## src/rtl/pcsr_pkg.sv

```systemverilog
package pcsr_pkg;

   // ----------------------------------------
   // register addresses
   // ----------------------------------------
   localparam logic [15:0] ADDR_MASTER_DATA_OUT_PAD = 16'hF7A0;
   localparam logic [15:0] ADDR_MP6_PAD             = 16'hF7A1;
   localparam logic [15:0] ADDR_MP7_PAD             = 16'hF7A2;
   localparam logic [15:0] ADDR_CLOCK_OUT_PAD       = 16'hF7A3;
   localparam logic [15:0] ADDR_SOFT_RESET          = 16'hF890;
   localparam logic [15:0] ADDR_PLL_FIRST           = 16'hF000;
   localparam logic [15:0] ADDR_PLL_LAST            = 16'hF006;

   // ----------------------------------------
   // field positions
   // ----------------------------------------
   localparam int DRIVE_LSB = 0;
   localparam int SLEW_LSB  = 2;
   localparam int PULL_BIT  = 4;
   localparam int SRST_BIT  = 0;
   localparam logic [15:0] PAD_FIELD_MASK  = 16'h001F;
   localparam logic [15:0] SRST_FIELD_MASK = 16'h0001;

   // ----------------------------------------
   // reset values
   // ----------------------------------------
   localparam logic [15:0] RST_MASTER_DATA_OUT_PAD = 16'h0018;
   localparam logic [15:0] RST_MP6_PAD             = 16'h0018;
   localparam logic [15:0] RST_MP7_PAD             = 16'h0018;
   localparam logic [15:0] RST_CLOCK_OUT_PAD       = 16'h0008;
   localparam logic [15:0] RST_SOFT_RESET          = 16'h0001;

   // ----------------------------------------
   // types
   // ----------------------------------------
   typedef enum logic [1:0] {
      SLAVE_I2C = 2'b00,
      SLAVE_SPI = 2'b01
   } pcsr_slave_mode_t;

   // one pad's controls as seen by the pad ring
   typedef struct packed {
      logic       pull_en;
      logic [1:0] slew;
      logic [1:0] drive;
   } pcsr_pad_cfg_t;

   // register access request from the slave control port
   typedef struct packed {
      logic        wr;
      logic        rd;
      logic [15:0] addr;
      logic [15:0] wdata;
   } pcsr_req_t;

endpackage : pcsr_pkg

```

## src/rtl/pcsr_pad_reg.sv

```systemverilog
`timescale 1ns/1ns
// one pad configuration register, loaded with RESET_VALUE by hard or soft reset
module pcsr_pad_reg
   import pcsr_pkg::*;
#(
   parameter logic [15:0] RESET_VALUE = RST_MP6_PAD
) (
   // clock and reset
   input  wire logic          i_clock,
   input  wire logic          i_sys_rst,
   input  wire logic          i_soft_rst,
   // write port
   input  wire logic          i_wr,
   input  wire logic [15:0]   i_wdata,
   // register contents
   output pcsr_pad_cfg_t      o_cfg,
   output logic [15:0]        o_rdata
);

   typedef struct packed {
      logic [4:0] fields;
   } pcsr_pad_state_t;

   pcsr_pad_state_t state_ff;
   pcsr_pad_state_t nxt_state;

   // only bits 4:0 are stored, so a default with reserved bits set cannot be held
   if ((RESET_VALUE & ~PAD_FIELD_MASK) != 16'h0000) begin : g_reset_value_bad
      $error("pad register default sets reserved bits");
   end

   // ----------------------------------------
   // next state
   // ----------------------------------------
   always_comb begin
      nxt_state = state_ff;
      if (i_soft_rst) begin
         nxt_state.fields = RESET_VALUE[4:0];
      end else if (i_wr) begin
         nxt_state.fields = i_wdata[4:0];
      end
   end

   always_ff @(posedge i_clock or posedge i_sys_rst) begin
      if (i_sys_rst) begin
         state_ff <= '{fields: RESET_VALUE[4:0]};
      end else begin
         state_ff <= nxt_state;
      end
   end

   // ----------------------------------------
   // outputs
   // ----------------------------------------
   assign o_cfg.pull_en = state_ff.fields[PULL_BIT];
   assign o_cfg.slew    = state_ff.fields[SLEW_LSB +: 2];
   assign o_cfg.drive   = state_ff.fields[DRIVE_LSB +: 2];
   assign o_rdata       = {11'h000, state_ff.fields};

endmodule : pcsr_pad_reg

```

## src/rtl/pcsr_regs.sv

```systemverilog
`timescale 1ns/1ns
// Notes on behaviour
// - each pad register keeps drive in bits 1:0 and slew in bits 3:2, bits 15:5 reserved.
// - the master data output pad register resets to 0x0018 and bit 4 enables its pull-up.
// - the pin six pad register resets to 0x0018 and bit 4 enables its pull-down.
// - the pin seven pad register resets to 0x0018 and bit 4 enables its pull-down.
// - the clock output pad register resets to 0x0008 and bit 4 enables its pull-down.
// - soft reset bit 0 is active low, the register resets to 0x0001.
// - while soft reset is held the four pad registers return to default; PLL ones and the slave mode do not.
// - the slave ports stay usable in soft reset and PLL writes are still accepted.
// - a chosen SPI slave mode survives soft reset and only hardware reset returns to I2C.
module pcsr_regs
   import pcsr_pkg::*;
(
   // clock and reset
   input  wire logic          i_clock,
   input  wire logic          i_sys_rst,
   // register access from the slave control port
   input  pcsr_req_t          i_req,
   output logic [15:0]        o_rdata,
   output logic               o_rvalid,
   output logic               o_hit,
   // slave port mode select
   input  wire logic          i_spi_select,
   output pcsr_slave_mode_t   o_slave_mode,
   // pad controls
   output pcsr_pad_cfg_t      o_master_data_out_pad,
   output pcsr_pad_cfg_t      o_multipurpose_pin_six_pad,
   output pcsr_pad_cfg_t      o_multipurpose_pin_seven_pad,
   output pcsr_pad_cfg_t      o_clock_output_pin_pad,
   // soft reset to the rest of the core and pll write forwarding
   output logic               o_soft_rst,
   output logic               o_pll_wr
);

   // ----------------------------------------
   // state
   // ----------------------------------------
   typedef struct packed {
      logic             srst_n;
      pcsr_slave_mode_t mode;
      logic [15:0]      rdata;
      logic             rvalid;
   } pcsr_state_t;

   pcsr_state_t   state_ff;
   pcsr_state_t   nxt_state;

   logic [3:0]    pad_wr;
   logic [15:0]   pad_rdata [4];
   logic          soft_rst;
   logic          pll_hit;

   // ----------------------------------------
   // elaboration checks
   // ----------------------------------------
   // o_hit decodes the four pad registers as one address range
   if (ADDR_CLOCK_OUT_PAD - ADDR_MASTER_DATA_OUT_PAD != 16'h0003) begin : g_pad_range_bad
      $error("pad registers must sit at four consecutive addresses");
   end

   // the pll window is an inclusive range, first address below last
   if (ADDR_PLL_FIRST > ADDR_PLL_LAST) begin : g_pll_range_bad
      $error("pll address range is reversed");
   end

   // the soft reset register must not alias a pad or pll address
   if ((ADDR_SOFT_RESET >= ADDR_PLL_FIRST && ADDR_SOFT_RESET <= ADDR_PLL_LAST)
       || (ADDR_SOFT_RESET >= ADDR_MASTER_DATA_OUT_PAD
           && ADDR_SOFT_RESET <= ADDR_CLOCK_OUT_PAD)) begin : g_srst_alias_bad
      $error("soft reset register overlaps another register");
   end

   // pad defaults may only use the stored bits 4:0
   if (((RST_MASTER_DATA_OUT_PAD | RST_MP6_PAD | RST_MP7_PAD | RST_CLOCK_OUT_PAD)
        & ~PAD_FIELD_MASK) != 16'h0000) begin : g_pad_default_bad
      $error("pad default sets reserved bits");
   end

   // soft reset register keeps bit 0 only
   if ((RST_SOFT_RESET & ~SRST_FIELD_MASK) != 16'h0000) begin : g_srst_default_bad
      $error("soft reset default sets reserved bits");
   end

   // the device must leave hardware reset in normal operation, not in soft reset
   if (RST_SOFT_RESET[SRST_BIT] != 1'b1) begin : g_srst_level_bad
      $error("soft reset default must be the inactive level");
   end

   // ----------------------------------------
   // soft reset level
   // ----------------------------------------
   // soft reset is held while the active-low bit is 0
   assign soft_rst = ~state_ff.srst_n;
   assign pll_hit  = (i_req.addr >= ADDR_PLL_FIRST) && (i_req.addr <= ADDR_PLL_LAST);

   // ----------------------------------------
   // pad register decode
   // ----------------------------------------
   always_comb begin
      pad_wr    = 4'h0;
      pad_wr[0] = i_req.wr && (i_req.addr == ADDR_MASTER_DATA_OUT_PAD);
      pad_wr[1] = i_req.wr && (i_req.addr == ADDR_MP6_PAD);
      pad_wr[2] = i_req.wr && (i_req.addr == ADDR_MP7_PAD);
      pad_wr[3] = i_req.wr && (i_req.addr == ADDR_CLOCK_OUT_PAD);
   end

   pcsr_pad_reg #(.RESET_VALUE(RST_MASTER_DATA_OUT_PAD)) u_master_data_out (
      .i_clock    (i_clock),
      .i_sys_rst  (i_sys_rst),
      .i_soft_rst (soft_rst),
      .i_wr       (pad_wr[0]),
      .i_wdata    (i_req.wdata),
      .o_cfg      (o_master_data_out_pad),
      .o_rdata    (pad_rdata[0])
   );

   pcsr_pad_reg #(.RESET_VALUE(RST_MP6_PAD)) u_pin_six (
      .i_clock    (i_clock),
      .i_sys_rst  (i_sys_rst),
      .i_soft_rst (soft_rst),
      .i_wr       (pad_wr[1]),
      .i_wdata    (i_req.wdata),
      .o_cfg      (o_multipurpose_pin_six_pad),
      .o_rdata    (pad_rdata[1])
   );

   pcsr_pad_reg #(.RESET_VALUE(RST_MP7_PAD)) u_pin_seven (
      .i_clock    (i_clock),
      .i_sys_rst  (i_sys_rst),
      .i_soft_rst (soft_rst),
      .i_wr       (pad_wr[2]),
      .i_wdata    (i_req.wdata),
      .o_cfg      (o_multipurpose_pin_seven_pad),
      .o_rdata    (pad_rdata[2])
   );

   pcsr_pad_reg #(.RESET_VALUE(RST_CLOCK_OUT_PAD)) u_clock_out (
      .i_clock    (i_clock),
      .i_sys_rst  (i_sys_rst),
      .i_soft_rst (soft_rst),
      .i_wr       (pad_wr[3]),
      .i_wdata    (i_req.wdata),
      .o_cfg      (o_clock_output_pin_pad),
      .o_rdata    (pad_rdata[3])
   );

   // ----------------------------------------
   // soft reset bit, slave mode and read data
   // ----------------------------------------
   always_comb begin
      nxt_state        = state_ff;
      nxt_state.rvalid = i_req.rd;
      // the soft reset register itself stays writable to leave soft reset
      if (i_req.wr && (i_req.addr == ADDR_SOFT_RESET)) begin
         nxt_state.srst_n = i_req.wdata[SRST_BIT];
      end
      // spi mode is sticky; soft reset does not touch it
      if (i_spi_select) begin
         nxt_state.mode = SLAVE_SPI;
      end
      // read mux, reads work during soft reset too
      if (i_req.rd) begin
         case (i_req.addr)
            ADDR_MASTER_DATA_OUT_PAD: nxt_state.rdata = pad_rdata[0];
            ADDR_MP6_PAD:             nxt_state.rdata = pad_rdata[1];
            ADDR_MP7_PAD:             nxt_state.rdata = pad_rdata[2];
            ADDR_CLOCK_OUT_PAD:       nxt_state.rdata = pad_rdata[3];
            ADDR_SOFT_RESET:          nxt_state.rdata = {15'h0000, state_ff.srst_n};
            default:                  nxt_state.rdata = 16'h0000;
         endcase
      end
   end

   always_ff @(posedge i_clock or posedge i_sys_rst) begin
      if (i_sys_rst) begin
         // only hardware reset brings the slave port back to i2c
         state_ff <= '{srst_n: RST_SOFT_RESET[SRST_BIT], mode: SLAVE_I2C,
                       rdata: 16'h0000, rvalid: 1'b0};
      end else begin
         state_ff <= nxt_state;
      end
   end

   // ----------------------------------------
   // outputs
   // ----------------------------------------
   assign o_rdata      = state_ff.rdata;
   assign o_rvalid     = state_ff.rvalid;
   assign o_slave_mode = state_ff.mode;
   assign o_soft_rst   = soft_rst;
   // pll writes pass through regardless of soft reset
   assign o_pll_wr     = i_req.wr && pll_hit;
   assign o_hit        = (i_req.wr || i_req.rd) && (|pad_wr || pll_hit
                         || (i_req.addr == ADDR_SOFT_RESET)
                         || (i_req.addr >= ADDR_MASTER_DATA_OUT_PAD
                             && i_req.addr <= ADDR_CLOCK_OUT_PAD));

endmodule : pcsr_regs

```

## config.mk

```make
export PLATFORM = sky130hd
export DESIGN_NAME = pcsr_regs
export DESIGN_NICKNAME = d
export VERILOG_FILES = /design/src/rtl/pcsr_pkg.sv /design/src/rtl/pcsr_pad_reg.sv /design/src/rtl/pcsr_regs.sv
export SDC_FILE = /design/constraint.sdc
export NUM_CORES = 1
export LEC_CHECK = 0
export BUFFER_PORTS_ARGS = -buffer_cell sky130_fd_sc_hd__buf_2
export CORE_MARGIN = 2
export CORE_UTILIZATION = 45
export DETAILED_ROUTE_END_ITERATION = 8
export PLACE_DENSITY = 0.79
export SYNTH_ARGS = -nofsm -noshare
export SYNTH_HDL_FRONTEND = slang
export SYNTH_SLANG_ARGS = --single-unit
export TNS_END_PERCENT = 5
```

## constraint.sdc

```tcl
create_clock -name i_clock -period 2.2 [get_ports i_clock]
set_clock_uncertainty 0.2 [all_clocks]
set_input_delay 0.55 -clock i_clock [delete_from_list [all_inputs] [get_ports i_clock]]
set_output_delay 0.55 -clock i_clock [all_outputs]
set_load 0.01 [all_outputs]
```

## Word level (Yosys, flattened, before mapping)

Cells that the tools add are included.

- Divide/modulo/power cells: 0
- Reduce and logical (&&, ||, !) cells: 14
- Shifts and indexed selects: 0
- Eq/ne operators: 9
- Bitwise gates (word level): 1
- Muxes and demuxes: 9
- $lt $le $gt $ge: 4
- $mul: 0
- Add/sub/neg operators: 0

Operators by type and width:

| cell | count |
|---|---|
| $eq 16x16->1 const B | 5 |
| $mux 5 | 8 |
| $ge 16x16->1 const B | 2 |
| $le 16x16->1 const B | 2 |
| $pmux 5 s5 | 1 |
| $logic_and 1x1->1 | 9 |
| $ne 2x1->1 const B | 4 |
| $logic_or 1x1->1 | 4 |
| $reduce_or 4->1 | 1 |
| $not 1->1 | 1 |

- Bits in read-only memories: 0
- Input port bits: 37
- Output and inout port bits: 42
- Memories: 0
- Latch bits: 0
- Logic and storage cells: 45
- RAM bits: 0
- Bits in registers: 39

## Logic depth before layout (Yosys ltp)

Gate-level depths: netlist (run 1).

- Depth in word-level cells: 7
- Mapped depth: 5
- Gate-level depth less buffers: 4

## By module

A second synthesis (run 1) with hierarchy kept.

- Cell total of the unflattened synthesis: 272
- Area total of the unflattened synthesis: 2,803.9 sq um

Modules (own cells, without submodules):

| module | cells an instance | times used | area each (sq um) | sequential area each (sq um) |
|---|---|---|---|---|
| pcsr_regs | 136 | 1 | 1,463.9 | 476.7 |
| pcsr_pad_reg at u_master_data_out ... | 34 | 3 | 334.1 | 127.6 |
| pcsr_pad_reg at u_clock_out | 34 | 1 | 337.8 | 126.4 |

## Worst setup path after synthesis (run 1)

Ideal clock, no wire load.

- Path type: input-to-output
- Start: input i_req[16] (netlist name)
- End: output o_hit
- Arrival time: 1.386 ns
- Path buffers: 1
- Data required time: 1.450 ns
- Slack: 0.064 ns
- Stages on the path: 5
- Path through: buf_2 -> nor4bb_1 -> nand4_1 -> nand2_1 -> o22a_1

- Word-level cells in the longest chain between the ends: 7
- Elaborated cells on any way between the ends: 20
- Classes of those cells: 4 x order compare; 5 x eq/ne; 11 x reduce/logical

Ends and longest elaborated chain:

| what | line | text |
|---|---|---|
| from (decl) | pcsr_regs.sv:19 | `input pcsr_req_t i_req,` |
| branches (longest 5 deep; another with $ge 16x16->1) | - |  |
| $logic_or 1x1->1 (*) | pcsr_regs.sv:196 | `\|\| (i_req.addr >= ADDR_MASTER_DATA_OUT_PAD` |
| $logic_and 1x1->1 (*) | pcsr_regs.sv:194 | `assign o_hit = (i_req.wr \|\| i_req.rd) && (\|pad_wr \|\| pll_hit` |
| to (decl) | pcsr_regs.sv:22 | `output logic o_hit,` |

Mark *: on every way between the ends.

## Worst setup path after layout (run 1)

- Start: input i_req[24] (netlist name)
- End: output o_hit

Same word-level chain as after synthesis.

==> summary.md, run 1 <==
| Metric | Value |
|---|---|
| WL met3 | approximately 240 um |
| Post-synthesis sequential area ratio | around 45% |
| Hold Path Class | input port to asynchronous set/reset pin |
| Layout cells sized above 1 | between 40% and 50% |
| Initial antenna violation count | 0 |
| Total CTS buffers | 3 |
| CP top delay family | simple AND/OR/NAND/NOR gates |
| Worst-case vdd ir drop | ~0.46 mV |
| Critical Path Max Stage Delay | 280 ps |
| Clk_lat worst skew | between 300 and 400 ps |
| Number of remaining DRC errors | 0 |
| Power Dens Cells | 483 nW/um2 |
| CORE AREA | roughly 3300 um2 |
| Post-route worst setup slack | 20.0 ps |
| First-pass GRT wire length | 5990 um |
| Synth Cell Area | 1560 um2 |
| DR iter-0 viols | 35 |
| Routed vias | between 1000 and 1500 |
| Critical Path Source Type | input port |
| DR vias/cell | 5.10 |
| Critical path buffer and inverter count | 2 |
| Run status | finished clean |
| Fin cells | between 200 and 250 |
| Die area | 3960 um2 |
| CTS tree | done |
| Setup-failing EPs final | 0 |
| Number of routed nets with antenna violations | 0 |
| Die extent in x | 62.9 um |
| Worst endpoint required time | between 1000 and 1500 ps |
| Worst-path cell chain | buf_8 > nor4_4 > nand4b_1 > nor2_1 > o22a_1 > buf_2 |
| # port buffers | 55 |
| Mapped Cells | ~150 |
| Crit Path Max Fanout | 2 |
| Minimum clock period | approximately 2200 ps |
| Placed cell count | 244 |
| Grt total ovfl | 0 |
| Netlist cell types | 28 |
| Clk buf depth | 2 |
| Max_cap viols | 0 |
| Kind of critical path | input port to output pin |
| Post-Route M1 WL | between 1000 and 1500 um |
| WP data arrival | 1430 ps |
| Wire per inst | ~14 um |
| Placer's final routability congestion estimate | roughly 0.81 |
| Fin crit share | between 90 and 100% |
| Top routing layer in use | met4 |
| FP Rows | 21 |
| Filler cell count | 313 |
| Total iterations of the first detailed-routing run | 4 |
| Largest net degree at the start of global routing | 29 |
| Top Ports | 79 |
| Tot Pwr | around 0.00093 W |
| Syn avg cell area | 10.6 um2 |
| Layout area overhead | 23.8% |
| Met2 WL post-DR | between 1500 and 2000 um |
| #FFs+latches synth | 28 |
| Aggregate routed wire length | 3480 um |
| GRT Resource Usage Total | a little under a fifth |
| N_diodes | 0 |
| Root Buffer | clkbuf_4 |
| Slowest cell on crit path | nor4_4 |
| Reg clk slew, reported paths | 150 ps |
| RSZ-0062 raised after global routing | true |
| Starting Density | 46.8% |
| Number of global-route vias before repair | 1264 |
| Nets | 240 |
| Final Hold Vio Count | 0 |
| DIE HEIGHT | roughly 63 um |
| Hold buffers post-CTS | 0 |
| Max-slew violation count | 0 |
| Yosys warns | 0 |
| Postcts setup bufs | 0 |
| DP HPWL | around 2600 um |
| H-tree lvl count | 1 |
| CP Capture Type | output pin |
| Post-Place Setup Slack | -109 ps |
| Leakage power | about 1 nW |
| Fmax | 459 MHz |
| CTS Sinks | 28 |
[Yosys cell counts, drive strengths merged]
| library cell | n | area (um2) |
|---|---|---|
| nand4b | 3 | 38.8 |
| nor3 | 1 | 5.00 |
| conb | 1 | 3.75 |
| dfrtp | 20 | 500 |
| and4bb | 1 | 12.5 |
| buf | 21 | 150 |
| and4b | 1 | 10.0 |
| inv | 7 | 26.3 |
| o21ai | 4 | 20.0 |
| dfstp | 8 | 210 |
| or2 | 1 | 6.26 |
| nand2 | 18 | 67.6 |
| mux2 | 2 | 22.5 |
| nor2 | 13 | 48.8 |
| clkbuf | 5 | 18.8 |
| or4 | 1 | 7.51 |
| nor4 | 1 | 6.26 |
| o2bb2ai | 1 | 8.76 |
| mux2i | 20 | 200 |
| nand4 | 2 | 12.5 |
| nor4bb | 1 | 10.0 |
| and4 | 2 | 17.5 |
| mux4 | 5 | 113 |
| o22a | 1 | 8.76 |
| nand3 | 6 | 30.0 |
| nand3b | 1 | 7.51 |
[layout by cell type, fill, tap and decap left out, types with 2 or more instances in the layout]
cell type	netlist	final
o21ai_0	4	4
nand2_1	18	18
buf_2	3	53
nand4b_2	2	2
inv_1	7	7
buf_4	18	11
nand4_1	2	2
nand3_1	6	6
clkbuf_4	0	3
nor2_1	13	13
mux2_2	2	2
and4_1	2	2
mux4_2	5	5
dfstp_2	8	8
dfrtp_1	20	20
mux2i_1	20	20
conb_1	1	12
[worst paths after layout]
| path | startpoint | endpoint | slack, ps | cells past startpoint |
|---|---|---|---|---|
| worst max-delay path | i_req[24] | o_hit | 20 | 6 |
| worst min-delay path | i_sys_rst | u_master_data_out.o_cfg[1] | 50 | 3 |
| worst max register to register | u_clock_out.o_cfg[0] | o_rdata[0] | 590 | 3 |
| worst min register to register | o_slave_mode[0] | o_slave_mode[0] | 280 | 1 |
| max in group asynchronous | i_sys_rst | u_pin_six.o_cfg[3] | 1430 | 3 |
| min in group i_clock | i_spi_select | o_slave_mode[0] | 200 | 2 |
[layout make-up]
cell class              count  area, um2  share of cell area (%)
inverters                   7       26.3                    1.36
clock inverters             1       30.0                    1.55
clock buffers               3       22.5                    1.16
flip-flops and latches     28        711                    36.7
multi-input cells          97        713                    36.9
well taps                  46       57.6                    2.98
repair buffers             66        374                    19.3
[flip-flops by register name, indices dropped and copies added, names as in the netlist]
name / cells
o_rdata: 5
o_rvalid: 1
o_slave_mode: 1
state_ff: 1
u_clock_out.o_cfg: 5
u_master_data_out.o_cfg: 5
u_pin_seven.o_cfg: 5
u_pin_six.o_cfg: 5
[cells by family (layout without fill, tap and decap cells)]
| family | Yosys count | in the layout | share of synthesized area, % |
|---|---|---|---|
| multiplexers | 27 | 27 | 21.5 |
| buffers and inverters | 33 | 77 | 12.5 |
| AO/OA/AOI/OAI | 6 | 6 | 2.40 |
| flip-flops | 28 | 28 | 45.5 |
| other | 1 | 12 | 0.240 |
| AND/OR/NAND/NOR | 52 | 52 | 17.9 |
[worst min-delay path, cell delays in order]
cell and delay (ps):
buf_2 100, inv_1 40, buf_4 330
[through the flow]
| stage | hold WS, ps | utilization (%) | TNS (ps) | instance area (um2) |
|---|---|---|---|---|
| detailed placement | 258 | 55.5 | -139 | 1850 |
| global placement | 248 | 55.5 | -127 | 1850 |
| CTS | 59.4 | 57.9 | -0.155 | 1930 |
| global route | 73.6 | 58.0 | -55.3 | 1930 |
| finish | 51.4 | 58.0 | 0 | 1930 |
| floorplan | 241 | - | 0 | 1600 |
[power by group]
part,switching (W),total [W],internal [W]
Clock,0.000152,0.000336,0.000184
Combinational,0.0000471,0.0000822,0.0000351
Sequential,0.000000164,0.000517,0.000517
Total,0.000199,0.000935,0.000736
[timing repair]
item,in CTS,in global routing
pin swaps,4,3
cloned,0,0
resized for setup,4,1
endpoints found under the setup margin,2,1
[metal layers]
layer  up-vias  GRT usage [%]
li1        589              -
met4         0           4.72
met3         4           4.50
met1       620           25.4
met5         -              0
met2        52           30.7
Note: power is estimated with default switching activity, not from simulation.
==> run 2, diff against run 1 <==
--- a/config.mk
+++ b/config.mk
@@ -9,8 +9,9 @@
 export CORE_MARGIN = 2
 export CORE_UTILIZATION = 45
 export DETAILED_ROUTE_END_ITERATION = 8
-export PLACE_DENSITY = 0.79
+export PLACE_DENSITY = 0.71
 export SYNTH_ARGS = -nofsm -noshare
 export SYNTH_HDL_FRONTEND = slang
+export SYNTH_HIERARCHICAL = 1
 export SYNTH_SLANG_ARGS = --single-unit
 export TNS_END_PERCENT = 5
==> summary.md, run 2 <==
| Metric | Value |
|---|---|
| Post-synthesis sequential area ratio | between 30% and 40% |
| Synth Cell Area | 2800 um2 |
| Die extent in x | slightly above 80 um |
| Layout cells sized above 1 | 42.7% |
| Worst-case vdd ir drop | 0.412 mV |
| Predominant post-synthesis flop cell | dfrtp_1 |
| Fmax | 408 MHz |
| R2R Setup Slk | between 800 and 900 ps |
| Post-route worst setup slack | -254 ps |
| GRT Resource Usage Total | between 10% and 20% |
| Minimum clock period | around 2500 ps |
| First-pass GRT wire length | 8660 um |
| CTS tree | done |
| Placer's final routability congestion estimate | 0.812 |
| Reg2reg end | u_master_data_out/o_cfg[3] |
| Root Buffer | clkbuf_8 |
| Hold depth | 2 |
| FP Rows | 28 |
| Largest net degree at the start of global routing | 35 |
| Yosys warns | 6 |
| Critical Path Max Stage Delay | between 500 and 600 ps |
| Layout area overhead | 6.47% |
| Hold EP | o_slave_mode[0] |
| Number of flops mapped to enable cells by yosys | 0 |
| Most common cell after layout, fill and taps aside | buf_2 |
| R2R Path Start | state_ff[19] |
| # port buffers | 66 |
| Fin crit share | 112% |
| Run status | finished, violations left |
| Hold Path Class | input port to flop |
| Initial antenna violation count | 0 |
| Syn avg cell area | 10.3 um2 |
| HP Start | i_spi_select |
| Total iterations of the first detailed-routing run | 4 |
| Worst path depth | 6 |
| Number of remaining DRC errors | 0 |
| Reg2Reg Depth | 3 |
| Critical path buffer and inverter count | 2 |
| Max reg flops | 16 |
| Synth area leader | dfrtp_1 |
| Post-synth ARST share | between 90% and 100% |
| Wire per inst | around 13 um |
| Mapped Cells | roughly 270 |
| DIE HEIGHT | a little over 80 um |
| Leakage power | 1.38 nW |
| Most frequent cells in the layout | 63 x buf_2, 45 x conb_1, 31 x dfrtp_1 |
| Crit Path Max Fanout | 2 |
| H-tree lvl count | 2 |
| Top post-synthesis cells by area | dfrtp_1 28%, buf_4 23%, mux4_2 13%, dfstp_2 7.5%, mux2i_1 4.6% |
| Filler cell count | around 580 |
| CORE AREA | roughly 6000 um2 |
| Post-Place Setup Slack | -442 ps |
| Core Util, Final | roughly 50% |
| Reg clk slew, reported paths | ~80 ps |
| Power Dens Cells | around 460 nW/um2 |
| Nets | between 300 and 400 |
| RSZ-0062 raised after global routing | true |
| Routed vias | 1803 |
| Synth top area share | 27.7% |
| Netlist cell types | 36 |
| DR vias/cell | between 4 and 5 |
| DR iter-0 viols | 70 |
| Number of global-route vias before repair | ~1800 |
| DP HPWL | between 3000 and 4000 um |
| N_diodes | 0 |
| Slowest cell on crit path | or4_4 |
| Die area | about 6900 um2 |
| Kind of critical path | input port to output pin |
| Worst-path cell chain | buf_6 > or4_4 > a31oi_4 > o21a_1 > o22a_2 > buf_6 |
| Starting Density | between 40% and 50% |
| Area after DPL | around 2800 um2 |
| Clk buf depth | 2 |
| WP data arrival | around 1700 ps |
| Top Ports | 79 |
| Final Hold Vio Count | 0 |
| Top-count cell post-synth | buf_4 |
| Grt total ovfl | 0 |
| Setup-failing EPs final | 15 |
| Worst endpoint required time | ~1500 ps |
| #FFs+latches synth | 39 |
| Clk_lat worst skew | approximately 300 ps |
| Failing checks | negative setup slack |
| CP Capture Type | output pin |
| Aggregate routed wire length | 5010 um |
| Setup TNS Final | -1070 ps |
| Critical Path Source Type | input port |
| Number of routed nets with antenna violations | 0 |
| CP top delay family | simple AND/OR/NAND/NOR gates |
| Max-slew violation count | 0 |
| Max_cap viols | 0 |
| Most frequent CP cell | buf_6 |
| CTS Sinks | 39 |
| Commonest cells in the netlist | 85 x buf_4, 31 x dfrtp_1, 21 x inv_1 |
| Total CTS buffers | 5 |
| Fin area | roughly 3000 um2 |
==> run 2: layer usage <==
metal  track usage, %  wire length (um)  share of wire (%)  vias to the layer above
li1                 -                 -                  -                      874
met1             19.2              2170                 43                      872
met2             26.5              2510                 50                       49
met3             3.68               237                4.7                        8
met4             4.62                87                1.7                        0
met5                0                 0                  0                        -
==> run 2: worst reg2reg max path: stages (launching register included) <==
cell     delay [ps]
dfstp_2         550
inv_1            70
buf_4           200
a211o_1         300
==> run 2: logic make-up after synthesis <==
family                 synth area share [%]
other                                 0.669
flip-flops                             35.2
AND/OR/NAND/NOR                        12.5
AO/OA/AOI/OAI                          5.71
buffers and inverters                  28.1
multiplexers                           17.9
==> run 2: worst max path at each step <==
stage / startpoint / end / slack [ps]
6_report: i_req[27] / o_hit / -250
5_1_grt: i_req[27] / o_hit / -300
4_1_cts: i_req[19] / o_hit / -300
3_5_place_dp: i_req[27] / o_hit / -440
3_3_place_gp: i_req[27] / o_hit / -410
2_1_floorplan: i_req[19] / u_pin_six/o_cfg[3] / -270
==> run 2: power breakdown <==
group	switching [W]	internal, W	leakage [nW]
registers	0.000000253	0.000718	0.510
clock network	0.000272	0.000221	0.0402
logic	0.0000793	0.0000743	0.827
==> run 2: cell type report <==
class	count	area [um2]	area share, %
clock inverters	3	20.0	0.671
clock buffers	5	68.8	2.31
inverters	21	78.8	2.64
flip-flops and latches	39	986	33.0
multi-input cells	157	1210	40.5
well taps	75	93.8	3.14
repair buffers	89	528	17.7
==> run 2: repair_timing <==
item,in CTS,in global routing
pin swaps,8,3
setup buffers,1,0
hold buffers,1,0
endpoints found under the setup margin,22,22
hold endpoints to repair,13,0
resized for setup,10,0
==> run 2: per-stage QoR <==
| stage | total power [W] | hold slack (ps) | std cells |
|---|---|---|---|
| global placement | 0.000873 | 245 | 379 |
| detailed placement | 0.000875 | 252 | 379 |
| CTS | 0.00137 | 236 | 389 |
| floorplan | 0.000880 | 127 | 312 |
| finish | 0.00136 | 240 | 389 |
| global route | 0.00142 | 242 | 389 |
